File: src/bus_pad_pkg.sv
// constants for the external bus pad control block
package bus_pad_pkg;
  localparam int ADDR_W      = 23;  // whole external address bus
  localparam int ADDR_LOW_W  = 16;  // lines shared by program, data and i/o
  localparam int HOST_ADDR_W = 18;  // lines that turn to inputs in wide host mode
  localparam int DATA_W      = 16;  // external data bus width
  localparam int WB_ADR_W    = 4;   // wishbone byte address width

  // register byte offsets
  localparam logic [3:0] CTRL_OFS   = 4'h0;  // holder control
  localparam logic [3:0] STATUS_OFS = 4'h4;  // pad state readback

  // control register fields
  localparam int CTRL_DATA_HOLD_BIT = 0;     // data bus holder enable
  localparam logic CTRL_DATA_HOLD_RST = 1'b1; // holders on after reset

  // status register fields
  localparam int ST_ADDR_OE_BIT  = 0;
  localparam int ST_DATA_OE_BIT  = 1;
  localparam int ST_HOLD_BIT     = 2;
  localparam int ST_OFF_BIT      = 3;
  localparam int ST_WIDE_BIT     = 4;

  // address space targets from the core
  typedef enum logic [2:0] {
    SPACE_PROG = 3'b001,
    SPACE_DATA = 3'b010,
    SPACE_IO   = 3'b100
  } space_t;
endpackage

File: src/bus_holder.sv
// one bus-holder bank: keeps the last seen level of a set of pad lines
`timescale 1ns/1ns
module bus_holder #(
  parameter int W = 16
) (
  // clock and reset
  input  wire logic         clk,
  input  wire logic         sys_rst,
  // pad view
  input  wire logic [W-1:0] line_in,    // level driven onto the wire
  input  wire logic         enable,     // holder may act
  input  wire logic         floating,   // nobody on our side drives
  output logic      [W-1:0] keep_out,   // level the holder keeps
  output logic              keep_oe     // holder drives weakly
);
  logic [W-1:0] last_r;    // last level captured
  logic [W-1:0] last_nxt;

  // capture only while the wire is driven, so the kept level is the last one
  always_comb begin
    last_nxt = last_r;
    if (!floating) begin
      last_nxt = line_in;
    end
  end

  always_ff @(posedge clk or posedge sys_rst) begin
    if (sys_rst) begin
      last_r <= '0;
    end else begin
      last_r <= last_nxt;
    end
  end

  assign keep_out = last_r;
  assign keep_oe  = enable & floating;
endmodule

File: src/external_bus_pad_control.sv
// pad direction and enable control for the external address and data buses
`timescale 1ns/1ns
// Overview of operation
// - low sixteen address lines serve all spaces
// - upper seven lines only for program space
// - hold mode floats whole address bus
// - outputs-off low floats address bus
// - wide host mode makes low eighteen inputs
// - address holders keep last level when floating, not wide host lines or outputs-off
// - data bus carries core and host data
// - data floats when idle, reset or hold
// - outputs-off low floats data bus
// - enabled data holders keep last level unless outputs off
// - software enables data holders, not address
module external_bus_pad_control
  import bus_pad_pkg::*;
(
  // clock and reset
  input  wire logic                clk,
  input  wire logic                sys_rst,
  // wishbone slave
  input  wire logic                wb_cyc_i,
  input  wire logic                wb_stb_i,
  input  wire logic                wb_we_i,
  input  wire logic [WB_ADR_W-1:0] wb_adr_i,
  input  wire logic [3:0]          wb_sel_i,
  input  wire logic [31:0]         wb_dat_i,
  output logic      [31:0]         wb_dat_o,
  output logic                     wb_ack_o,
  // core side request
  input  wire logic [ADDR_W-1:0]   core_addr,
  input  wire logic [2:0]          core_space,     // one-hot space_t
  input  wire logic                core_bus_act,   // external access in progress
  input  wire logic                core_data_wr,   // core writes data out
  input  wire logic [DATA_W-1:0]   core_wdata,
  output logic      [DATA_W-1:0]   core_rdata,
  output logic      [HOST_ADDR_W-1:0] host_addr,   // address from an external host
  input  wire logic                host_data_out,  // host port returns data
  input  wire logic [DATA_W-1:0]   host_rdata,
  // mode pins
  input  wire logic                hold_mode,      // hold granted
  input  wire logic                outputs_off_n,  // outputs-off pin, low floats
  input  wire logic                host_port_wide_mode_pin,
  input  wire logic                reset_pin_n,    // device reset pin, low active
  // external address bus pads
  input  wire logic [ADDR_W-1:0]   external_address_bus_i,
  output logic      [ADDR_W-1:0]   external_address_bus_o,
  output logic      [ADDR_W-1:0]   external_address_bus_oe,
  // external data bus pads
  input  wire logic [DATA_W-1:0]   external_data_bus_i,
  output logic      [DATA_W-1:0]   external_data_bus_o,
  output logic      [DATA_W-1:0]   external_data_bus_oe
);
  localparam int HI_W = ADDR_W - ADDR_LOW_W;  // program-only upper lines

  // register state
  logic              data_hold_en_r;    // software data holder switch
  logic              data_hold_en_nxt;
  logic              ack_r;             // wishbone answer
  logic              ack_nxt;
  logic [31:0]       rdat_r;            // wishbone read data
  logic [31:0]       rdat_nxt;
  // pad state
  logic [ADDR_W-1:0] a_o_r;
  logic [ADDR_W-1:0] a_o_nxt;
  logic [ADDR_W-1:0] a_oe_r;
  logic [ADDR_W-1:0] a_oe_nxt;
  logic [DATA_W-1:0] d_o_r;
  logic [DATA_W-1:0] d_o_nxt;
  logic [DATA_W-1:0] d_oe_r;
  logic [DATA_W-1:0] d_oe_nxt;
  logic [DATA_W-1:0] crd_r;             // data captured for the core
  logic [DATA_W-1:0] crd_nxt;
  logic [HOST_ADDR_W-1:0] hadr_r;       // host address captured
  logic [HOST_ADDR_W-1:0] hadr_nxt;
  // combinational helpers
  logic              addr_drive;        // address bus may be driven
  logic              data_drive;        // data bus driven on the next cycle
  logic              data_float;        // data bus left to others
  logic              prog_space;        // access targets program space
  logic [ADDR_W-1:0] addr_val;          // address value put on the pads
  logic [DATA_W-1:0] data_val;          // data value put on the pads
  logic [ADDR_W-1:0] a_keep;            // address holder level
  logic              a_keep_oe;
  logic [DATA_W-1:0] d_keep;            // data holder level
  logic              d_keep_oe;
  logic              wb_req;

  // address holders always on; software switch does not reach them
  bus_holder #(.W(ADDR_W)) u_addr_hold (
    .clk      (clk),
    .sys_rst  (sys_rst),
    .line_in  (addr_val),                // level we put on the wire next
    .enable   (1'b1),
    .floating (~addr_drive),
    .keep_out (a_keep),
    .keep_oe  (a_keep_oe)
  );

  // data holders follow the control register bit
  bus_holder #(.W(DATA_W)) u_data_hold (
    .clk      (clk),
    .sys_rst  (sys_rst),
    .line_in  (data_val),                // level we put on the wire next
    .enable   (data_hold_en_r),
    .floating (data_float),
    .keep_out (d_keep),
    .keep_oe  (d_keep_oe)
  );

  // drive decisions for both buses
  always_comb begin
    prog_space = core_space[0];
    // address goes out only outside hold, outputs-off and wide host mode
    addr_drive = !hold_mode && outputs_off_n && !host_port_wide_mode_pin;
    // data goes out only when something outputs, never in reset or hold
    data_drive = outputs_off_n && reset_pin_n && !hold_mode &&
                 ((core_bus_act && core_data_wr && !host_port_wide_mode_pin) ||
                  (host_port_wide_mode_pin && host_data_out));
    data_float = !data_drive;
    // low lines shared; upper lines only carry program addresses
    addr_val = '0;
    addr_val[ADDR_LOW_W-1:0] = core_addr[ADDR_LOW_W-1:0];
    if (prog_space) begin
      addr_val[ADDR_W-1:ADDR_LOW_W] = core_addr[ADDR_W-1:ADDR_LOW_W];
    end
    // data source: host port in wide mode, core otherwise
    data_val = host_port_wide_mode_pin ? host_rdata : core_wdata;
  end

  // next pad state
  always_comb begin
    a_o_nxt  = a_keep;
    a_oe_nxt = '0;
    if (addr_drive) begin
      a_o_nxt  = addr_val;
      a_oe_nxt = '1;
    end else if (a_keep_oe) begin
      // weak keeper: hold the last level on floated lines not owned by the host, none when outputs are off
      a_o_nxt  = a_keep;
      a_oe_nxt = '1;
      if (host_port_wide_mode_pin) begin
        // host drives the low lines, keep hands off them
        a_oe_nxt[HOST_ADDR_W-1:0] = '0;
      end
      if (!outputs_off_n) begin
        a_oe_nxt = '0;
      end
    end
    d_o_nxt  = d_keep;
    d_oe_nxt = '0;
    if (data_drive) begin
      d_o_nxt  = data_val;
      d_oe_nxt = '1;
    end else if (d_keep_oe && outputs_off_n) begin
      d_o_nxt  = d_keep;
      d_oe_nxt = '1;
    end
    // capture inbound data and host address
    crd_nxt  = crd_r;
    if (core_bus_act && !core_data_wr) begin
      crd_nxt = external_data_bus_i;
    end
    hadr_nxt = hadr_r;
    if (host_port_wide_mode_pin) begin
      hadr_nxt = external_address_bus_i[HOST_ADDR_W-1:0];
    end
  end

  // register all pads
  always_ff @(posedge clk or posedge sys_rst) begin
    if (sys_rst) begin
      a_o_r  <= '0;
      a_oe_r <= '0;
      d_o_r  <= '0;
      d_oe_r <= '0;
      crd_r  <= '0;
      hadr_r <= '0;
    end else begin
      a_o_r  <= a_o_nxt;
      a_oe_r <= a_oe_nxt;
      d_o_r  <= d_o_nxt;
      d_oe_r <= d_oe_nxt;
      crd_r  <= crd_nxt;
      hadr_r <= hadr_nxt;
    end
  end

  // wishbone slave: one wait state, ack dropped the cycle after
  always_comb begin
    wb_req           = wb_cyc_i && wb_stb_i && !ack_r;
    ack_nxt          = wb_req;
    rdat_nxt         = rdat_r;
    data_hold_en_nxt = data_hold_en_r;
    if (wb_req) begin
      rdat_nxt = '0;
      unique case (wb_adr_i)
        CTRL_OFS: begin
          rdat_nxt[CTRL_DATA_HOLD_BIT] = data_hold_en_r;
        end
        STATUS_OFS: begin
          rdat_nxt[ST_ADDR_OE_BIT] = addr_drive;
          rdat_nxt[ST_DATA_OE_BIT] = data_drive;
          rdat_nxt[ST_HOLD_BIT]    = hold_mode;
          rdat_nxt[ST_OFF_BIT]     = !outputs_off_n;
          rdat_nxt[ST_WIDE_BIT]    = host_port_wide_mode_pin;
        end
        default: begin
          rdat_nxt = '0;  // unmapped reads zero, writes ignored
        end
      endcase
    end
    // a write lands at the edge where the master sees ack, not before
    if (wb_cyc_i && wb_stb_i && ack_r && wb_we_i && wb_sel_i[0] &&
        (wb_adr_i == CTRL_OFS)) begin
      data_hold_en_nxt = wb_dat_i[CTRL_DATA_HOLD_BIT];
    end
  end

  always_ff @(posedge clk or posedge sys_rst) begin
    if (sys_rst) begin
      data_hold_en_r <= CTRL_DATA_HOLD_RST;
      ack_r          <= 1'b0;
      rdat_r         <= '0;
    end else begin
      data_hold_en_r <= data_hold_en_nxt;
      ack_r          <= ack_nxt;
      rdat_r         <= rdat_nxt;
    end
  end

  // outputs straight from flip-flops
  assign wb_ack_o                = ack_r;
  assign wb_dat_o                = rdat_r;
  assign external_address_bus_o  = a_o_r;
  assign external_address_bus_oe = a_oe_r;
  assign external_data_bus_o     = d_o_r;
  assign external_data_bus_oe    = d_oe_r;
  assign core_rdata              = crd_r;
  assign host_addr               = hadr_r;
endmodule

File: config.mk
export PLATFORM = sky130hd
export DESIGN_NAME = external_bus_pad_control
export DESIGN_NICKNAME = d
export VERILOG_FILES = /design/src/bus_pad_pkg.sv /design/src/bus_holder.sv /design/src/external_bus_pad_control.sv
export SDC_FILE = /design/constraint.sdc
export NUM_CORES = 1
export LEC_CHECK = 0
export ABC_AREA = 1
export BUFFER_PORTS_ARGS = -buffer_cell sky130_fd_sc_hd__buf_2
export CAP_MARGIN = 5
export CORE_MARGIN = 10
export CORE_UTILIZATION = 35
export CTS_CLUSTER_DIAMETER = 120
export DETAILED_ROUTE_END_ITERATION = 16
export PLACE_DENSITY = 0.72
export SETUP_SLACK_MARGIN = 0.4
export SLEW_MARGIN = 0
export SYNTH_ARGS = -nofsm -noshare
export SYNTH_HDL_FRONTEND = slang
export SYNTH_SLANG_ARGS = --single-unit
File: constraint.sdc
create_clock -name clk -period 3.2 [get_ports clk]
set_clock_uncertainty 0.05 [all_clocks]
set_input_delay 0.16 -clock clk [delete_from_list [all_inputs] [get_ports clk]]
set_output_delay 0.16 -clock clk [all_outputs]
set_load 0.03 [all_outputs]
# == Word-level counts from Yosys, hierarchy flattened ==
# Index checks and enable logic that the tools add are counted.
# word_totals
regBits,119
out_inout_bits,145
word_cells,44
# op_classes
eq_ne,1
n_mux,9
bitwise_logic,1
n_reduce_logical,24
# op_table
op,count
two-way mux 16 bit,3
two-way mux 23 bit,2
two-way mux 18 bit,1
logical AND 1 bit,16
two-way mux 7 bit,1
logical NOT 1 bit,6
"equality test 4 x 3 -> 1 bit, second input constant",1
logical NOT 4 bit,1
two-way mux 4 bit,1
case mux 1 bit (2 select lines),1
bitwise AND 1 bit,1
logical OR 1 bit,1

# == Depth between registers and ports, before layout ==
# Gate-level depths: netlist of run 1.
# depth
depth_word,9
ltp_mapped,7
mapped_depth_nobuf,6

# == By module ==
# A second synthesis of run 1 with hierarchy kept.
# unflattened
cells_unflattened,674
area_unflattened_um2,5611.6
# by_module_without_submodules
mod,instances,cells_per_inst,area_each_um2
external_bus_pad_control,1,502,4015.1
bus_holder at u_addr_hold,1,101,940.9
bus_holder at u_data_hold,1,71,655.6

# == Worst setup path before layout of run 1 ==
# No wires, ideal clock.
# synth_timing
kind,reg2out
startpoint,"register, netlist name external_address_bus_oe[17]"
endpoint,output port external_address_bus_oe[10]
t_arrival_ns,0.995
path_slack_ns,1.995
path_stages_with_launch,2
cell_sequence,dfrtp_1 buf_4
# synth_lines
item,line_no,text
end: declaration,external_bus_pad_control.sv:48,"output logic [ADDR_W-1:0] external_address_bus_oe,"

# == Worst setup path after layout of run 1 ==
# layout_timing
startpoint,input port outputs_off_n
endpoint,register a_o_r[0] (netlist: external_address_bus_o[0])
# layout_via
elab_chain_len,2
# layout_lines
item,line_no,text
start: declaration,external_bus_pad_control.sv:42,"input wire logic outputs_off_n,"
logical AND 1 bit (2 in a row),external_bus_pad_control.sv:115,addr_drive = !hold_mode && outputs_off_n && !host_port_wide_mode_pin;
end signal: assignment,external_bus_pad_control.sv:180,a_o_r <= a_o_nxt;
end: declaration,external_bus_pad_control.sv:64,logic [ADDR_W-1:0] a_o_r;
# Every way passes these cells.
# A chain may end at the register's enable or synchronous reset.

==> flow_summary_export.csv, run 1 <==
group,metric,value,unit
power_and_ir_drop,internal-power,2.068,mW
drt,vias_per_cell,4.379,
power_and_ir_drop,pwr-share-comb,28.0,%
floorplanning,initial_util,36.07,%
yosys,synth-adder-area-share,0,%
yosys,largest_family_of_logic_cells_by_synthesized_area,"simple AND/OR/NAND/NOR gates",
drt,vias_after_detailed_routing,3792,
floorplanning,placement_rows,38,
yosys,cell_area_after_technology_mapping,3961,um2
cts,cts.clk_slew.worst_paths,0.06,ns
grt,grt_pass1_vias,3979,
worst_setup_path,slowest_stage_delay_cp,0.58,ns
yosys,synth-xor-area-share,0,%
worst_setup_path,critPathSlowestCell,"inv_1",
cts,clock_insertion_delay_worst_skew,0.33,ns
worst_setup_path,critical_path_buf_inv_count,4,
cts,post_cts_resize_count,0,
yosys,synthMuxAreaShare,0,%
yosys,synth.avg_cell_area,8.035,um2
drt,antenna_nets_post_route,0,
floorplanning,die_width,126.4,um
grt,maximum_number_of_pins_on_one_net_before_global_route_repair,84,
cells_and_area,fillCellCount,1054,
timing,rsz0062_at_grt,"false",
cts,cts.path.max_buffers,2,
timing,finalHoldWorstSlack,0.01482,ns
timing,timing.final.max_slew_violations,0,
yosys,synth_area_in_compound_gates,0.6317,%
cts,cts_htree_levels,3,
power_and_ir_drop,pwr-share-seq,40.0,%
timing,period_share,56.94,%
grt,track_usage,15.88,%
power_and_ir_drop,power_density_of_the_placed_cells,569.7,nW/um2
yosys,area_share_of_and_or_nand_nor_cells_after_synthesis,31.14,%
cells_and_area,multi_input_comb_area,1360,um2
drt,wl_per_cell,15.27,um
worst_setup_path,worstSetupEndpointType,"register",
yosys,yosys_register_bits,83,
worst_setup_path,cp_cell_sequence,"dlygate4sd3_1 -> buf_2 -> nand2_1 -> nor2_2 -> buf_4 -> inv_1 -> nand2_1 -> nand2_1",
cts,hold_buffers,41,
power_and_ir_drop,max-vdd-ir-drop,0.0003042,V
cts,cts_root_buf,"clkbuf_16",
timing,max_slew.worst_pin.slew,1.054,ns
cts,cts_made_buffers,9,
power_and_ir_drop,swShare,34.35,%
yosys,sequential_element_share_of_the_synthesized_area,52.46,%
cts,postCtsSetupRepairBufs,0,
timing,max_freq,548.9,MHz
cells_and_area,design.final.nets,867,
cells_and_area,final_core_utilization,50.35,%
job,cap_violations,0,
timing,final.min_clock_period,1.822,ns
floorplanning,io_pins,294,
placed_design,hpwlAfterDp,9567,um
power_and_ir_drop,net-switching-power,1.082,mW
timing,timing.final.hold_violations,0,
drt,routed_wirelength,13220,um
yosys,synthCells,493,
power_and_ir_drop,total_leakage_power,3.348,nW
cts,tritoncts,"yes",
yosys,yosys.cell_types.count,18,
drt,drtPass1Iterations,4,
grt,grt_pass1_wl,20730,um
worst_setup_path,crit_path_frequent_cell,"nand2_1",
cells_and_area,regArea,2078,um2
worst_setup_path,cp_data_arrival_time,2.03,ns
power_and_ir_drop,clockPowerShare,31.9,%
placed_design,gp_congestion,0.8039,
grt,globalRouteOverflowTotal,0,
timing,setup_violations,0,
cells_and_area,final_layout_size_suffix_gt1_share,34.30,%
floorplanning,std_cell_core_area,10980,um2
placed_design,buffer_ports.inserted,225,
worst_setup_path,crit_required,3.41,ns
timing,sum_of_negative_setup_slack,0,ns
grt,antenna_found_initial,3,
cts,cts.sink_count,83,
worst_setup_path,largest_driver_fanout_on_the_critical_path,25,
worst_setup_path,path_class,"in2reg",
floorplanning,dieArea,15970,um2
floorplanning,vertical_die_dimension,126.4,um
drt,dr_iter_0_viols,177,
drt,drc,0,
yosys,yosys_warnings,0,
timing,slew_headroom,29.71,%
status,outcome,"completed",
worst_setup_path,cpLargestDelayFamily,"buffers and inverters",
worst_setup_path,worstSetupStartpointType,"primary input",
cells_and_area,areaGrowthSynthToFinish,39.61,%
worst_hold_path,min-delay-path-class,"in2reg",
==> worst min-delay path, delay by kind of cell <==
| kind | cells | cell delay [ns] |
|---|---|---|
| AND/OR/NAND/NOR | 2 | 0.12 |
| buffers and inverters | 1 | 0.07 |
==> sequential cells by signal, summed over array words and instances, names as in the netlist <==
| signal | flops |
|---|---|
| external_address_bus_o | 23 |
| host_addr | 18 |
| core_rdata | 16 |
| u_data_hold.keep_out | 16 |
| wb_dat_o | 5 |
| external_address_bus_oe | 2 |
| data_hold_en_r | 1 |
| external_data_bus_oe | 1 |
| wb_ack_o | 1 |
==> stage by stage <==
step / power [mW] / instance area, um2 / std cells / setup slack (ns)
detailed placement: 2.126 / 4823 / 806 / 1.305
CTS: 3.194 / 5523 / 863 / 1.385
finish: 3.150 / 5530 / 866 / 1.378
global placement: 2.114 / 4823 / 806 / 1.287
floorplan: 1.869 / 4059 / 519 / 0.8549
global route: 3.328 / 5530 / 866 / 1.237
==> final timing paths <==
kind	from	end	slack (ns)	depth (start not counted)
worst min-delay path	external_data_bus_i[7]	core_rdata[7]$_DFFE_PP0P_	0.01	3
worst min register to register	external_address_bus_o[8]$_DFFE_PP0P_	external_address_bus_o[8]$_DFFE_PP0P_	0.41	2
max in group asynchronous	sys_rst	u_data_hold.keep_out[13]$_DFFE_PP0P_	2.32	3
worst max register to register	wb_ack_o$_DFF_PP0_	wb_dat_o[3]$_DFFE_PP0P_	1.95	5
worst max-delay path	outputs_off_n	external_address_bus_o[0]$_DFFE_PP0P_	1.38	8
min in group asynchronous	sys_rst	core_rdata[0]$_DFFE_PP0P_	0.12	3
==> kinds of logic after synthesis <==
family	Yosys count
DFF	83
AOI/OAI and AO/OA	5
and+or+nand+nor	308
other	1
buffers and inverters	96
==> layout by cell type (no fill, tap or decap) <==
cell type,count
o21ai_0,4
clkinv_1,1
inv_2,1
diode_2,3
buf_2,225
conb_1,27
nor2_4,1
nor2_1,8
inv_1,11
buf_4,4
clkbuf_8,1
dfrtp_1,82
a21oi_1,1
dlygate4sd3_1,41
dfstp_2,1
nand2_4,1
clkbuf_16,9
clkinv_2,2
bufinv_16,1
clkbuf_1,4
nor2_2,1
nand2_2,1
nand2_1,250
nand3_1,46
==> cell type report <==
cell class | count | area share, %
multi-input cells | 340 | 24.59
clock inverters | 2 | 0.6335
inverters | 14 | 0.9729
well taps | 140 | 3.167
flip-flops and latches | 83 | 37.58
diodes | 3 | 0.1357
repair buffers | 270 | 28.33
clock buffers | 14 | 4.593
==> synthesized netlist by cell type (all sizes together) <==
cell | number | share of area, %
a21oi | 1 | 0.13
buf | 76 | 14
clkbuf | 6 | 0.57
clkinv | 1 | 0.095
conb | 1 | 0.095
dfrtp | 82 | 52
dfstp | 1 | 0.66
inv | 13 | 1.2
nand2 | 252 | 24
nand3 | 46 | 5.8
nor2 | 10 | 1.2
o21ai | 4 | 0.51
==> per-layer routing <==
metal	wire (um)	up-vias	part of all wire (%)	global-route usage, %
li1	-	1870	-	-
met1	4899	1715	37	16.33
met2	6565	186	50	27.61
met3	1434	21	11	7.372
met4	324	0	2.5	5.961
met5	0	-	0	0
==> power by group through the flow <==
| stage | registers (mW) | clock network [mW] | logic (mW) |
|---|---|---|---|
| floorplan | 1.56 | 0 | 0.312 |
| global placement | 1.27 | 0 | 0.845 |
| detailed placement | 1.27 | 0 | 0.853 |
| CTS | 1.26 | 1.04 | 0.891 |
| global route | 1.28 | 1.09 | 0.959 |
| finish | 1.26 | 1.01 | 0.883 |
No activity file was read; power rests on OpenSTA's default activity.
==> run 2: changes to the inputs <==
==> constraint.sdc (replaced) <==
create_clock -name clk -period 1.7 [get_ports clk]
set_clock_uncertainty 0.05 [all_clocks]
set_input_delay 0.085 -clock clk [delete_from_list [all_inputs] [get_ports clk]]
set_output_delay 0.085 -clock clk [all_outputs]
set_load 0.03 [all_outputs]
==> run 2 against run 1 <==
Compared with the run above: count of clock-buffer cells in the layout decreased by 3; combinational power is 93% higher; die area stayed put; sequential cell count did not move; routed wire length down 0.53%; non-clock buffer count is 22 higher; clock power grew 96%; register-to-register slack lost 1.4 ns; via count up 1.4%; cell area rose by 4.2%; core utilization rose by 2.1 points; first-iteration DRC count decreased by 24%; critical endpoint is now external_address_bus_oe[12].
==> flow_summary_export.csv, run 2 (synthesis results as in run 1) <==
group,metric,value,unit
timing,slew_headroom,51.02,%
worst_setup_path,worstSetupStartpointType,"register",
drt,drc,0,
cts,cts_root_buf,"clkbuf_16",
worst_setup_path,path_class,"reg2out",
job,cap_violations,0,
timing,timing.final.max_slew_violations,0,
worst_setup_path,cpLargestDelayFamily,"flip-flops",
grt,grt_pass1_vias,3974,
cells_and_area,mostFrequentLayoutCell,"nand2_1",
drt,antenna_nets_post_route,0,
floorplanning,die_width,126.4,um
worst_setup_path,crit_required,1.56,ns
cts,postCtsSetupRepairBufs,0,
timing,max_slew.worst_pin.slew,0.7339,ns
drt,drtPass1Iterations,4,
floorplanning,placement_rows,38,
cts,cts_made_buffers,9,
drt,wl_per_cell,14.86,um
cells_and_area,largest_reg_flops,23,
placed_design,placed_cells,809,
drt,vias_after_detailed_routing,3845,
drt,dr_iter_0_viols,134,
floorplanning,io_pins,294,
cells_and_area,fillCellCount,1043,
floorplanning,dieArea,15970,um2
grt,track_usage,15.76,%
placed_design,detailedPlace.worstSlack,0.3741,ns
drt,routed_wirelength,13150,um
power_and_ir_drop,max-vdd-ir-drop,0.0004176,V
timing,sum_of_negative_setup_slack,0,ns
cts,tritoncts,"yes",
cts,clock_insertion_delay_worst_skew,0.32,ns
worst_hold_path,min-delay-path-class,"in2reg",
cells_and_area,mostFrequentLayoutCells,"250 x nand2_1, 225 x buf_2, 80 x dfrtp_1",
status,outcome,"completed",
floorplanning,vertical_die_dimension,126.4,um
timing,timing.final.hold_violations,0,
cts,cts.clk_slew.worst_paths,0.06,ns
cells_and_area,final_layout_size_suffix_gt1_share,34.50,%
placed_design,gp_congestion,0.7968,
cells_and_area,fin_area,5762,um2
worst_setup_path,critPathSlowestCell,"dfrtp_2",
floorplanning,initial_util,36.07,%
cells_and_area,final_core_utilization,52.46,%
placed_design,placed_area,4848,um2
worst_setup_path,critical_path_buf_inv_count,1,
worst_setup_path,cp_data_arrival_time,1.04,ns
grt,globalRouteOverflowTotal,0,
cells_and_area,final-instance-count-excl-fill,885,
timing,final.min_clock_period,1.180,ns
cts,cts.path.max_buffers,2,
grt,maximum_number_of_pins_on_one_net_before_global_route_repair,43,
cells_and_area,design.final.nets,889,
worst_setup_path,largest_driver_fanout_on_the_critical_path,18,
grt,antenna_found_initial,0,
worst_setup_path,slowest_stage_delay_cp,0.47,ns
grt,grt_pass1_wl,20760,um
timing,setup_violations,0,
cts,cts.sink_count,83,
timing,max_freq,847.5,MHz
power_and_ir_drop,total_leakage_power,3.438,nW
placed_design,hpwlAfterDp,9612,um
timing,rsz0062_at_grt,"false",
cells_and_area,areaGrowthSynthToFinish,45.45,%
worst_setup_path,worstSetupEndpointType,"output port",
timing,fin_ws,0.5200,ns
power_and_ir_drop,power_density_of_the_placed_cells,1049,nW/um2
cells_and_area,antenna-diode-count,0,
drt,vias_per_cell,4.345,
timing,period_share,69.41,%
floorplanning,std_cell_core_area,10980,um2
placed_design,buffer_ports.inserted,225,
cts,cts_htree_levels,3,
worst_setup_path,cp_cell_sequence,"buf_2",
-- run 2: layout make-up --
cell class	instances	area (um2)	area share, %
well taps	140	175.2	3.040
repair buffers	292	1779	30.88
inverters	14	56.30	0.9772
flip-flops and latches	83	2081	36.11
multi-input cells	340	1365	23.69
clock inverters	5	62.56	1.086
clock buffers	11	242.7	4.213
-- run 2: worst paths after layout --
check / startpoint / end / slack [ns] / depth (start not counted)
worst min register to register: u_data_hold.keep_out[6]$_DFFE_PP0P_ / u_data_hold.keep_out[6]$_DFFE_PP0P_ / 0.41 / 2
min in group asynchronous: sys_rst / host_addr[9]$_DFFE_PP0P_ / 0.43 / 4
worst max register to register: wb_ack_o$_DFF_PP0_ / wb_dat_o[4]$_DFFE_PP0P_ / 0.58 / 5
max in group asynchronous: sys_rst / external_data_bus_oe[14]$_DFF_PP0_ / 0.77 / 4
worst max-delay path: external_address_bus_oe[17]$_DFF_PP0_ / external_address_bus_oe[12] / 0.52 / 1
worst min-delay path: core_space[0] / external_address_bus_o[18]$_DFFE_PP0P_ / 0.02 / 3
-- run 2: stage by stage --
stage / hold slack, ns / power, mW
after floorplan: 0.1326 / 3.519
after global placement: 0.2217 / 3.979
after CTS: 0.0006763 / 6.131
after detailed placement: 0.2303 / 4.004
final: 0.01621 / 6.043
after global routing: 0.02779 / 6.374
-- run 2: metal layers --
| layer | vias up | track usage, % | wire length, um |
|---|---|---|---|
| met5 | - | 0 | 0 |
| met4 | 0 | 5.827 | 303 |
| met3 | 25 | 6.872 | 1427 |
| met2 | 174 | 27.58 | 6624 |
| met1 | 1734 | 16.36 | 4799 |
| li1 | 1912 | - | - |
-- run 2: power by group --
part | switching [mW] | internal [mW]
Clock | 0.793 | 1.18
Combinational | 1.18 | 0.514
Sequential | 0.134 | 2.23
Total | 2.11 | 3.93
-- run 2: timing repair --
item,4_1_cts,5_1_grt
hold buffers,60,0
hold endpoints to repair,143,0
endpoints found under the setup margin,18,19
gates resized for setup,1,2
cloned,0,0
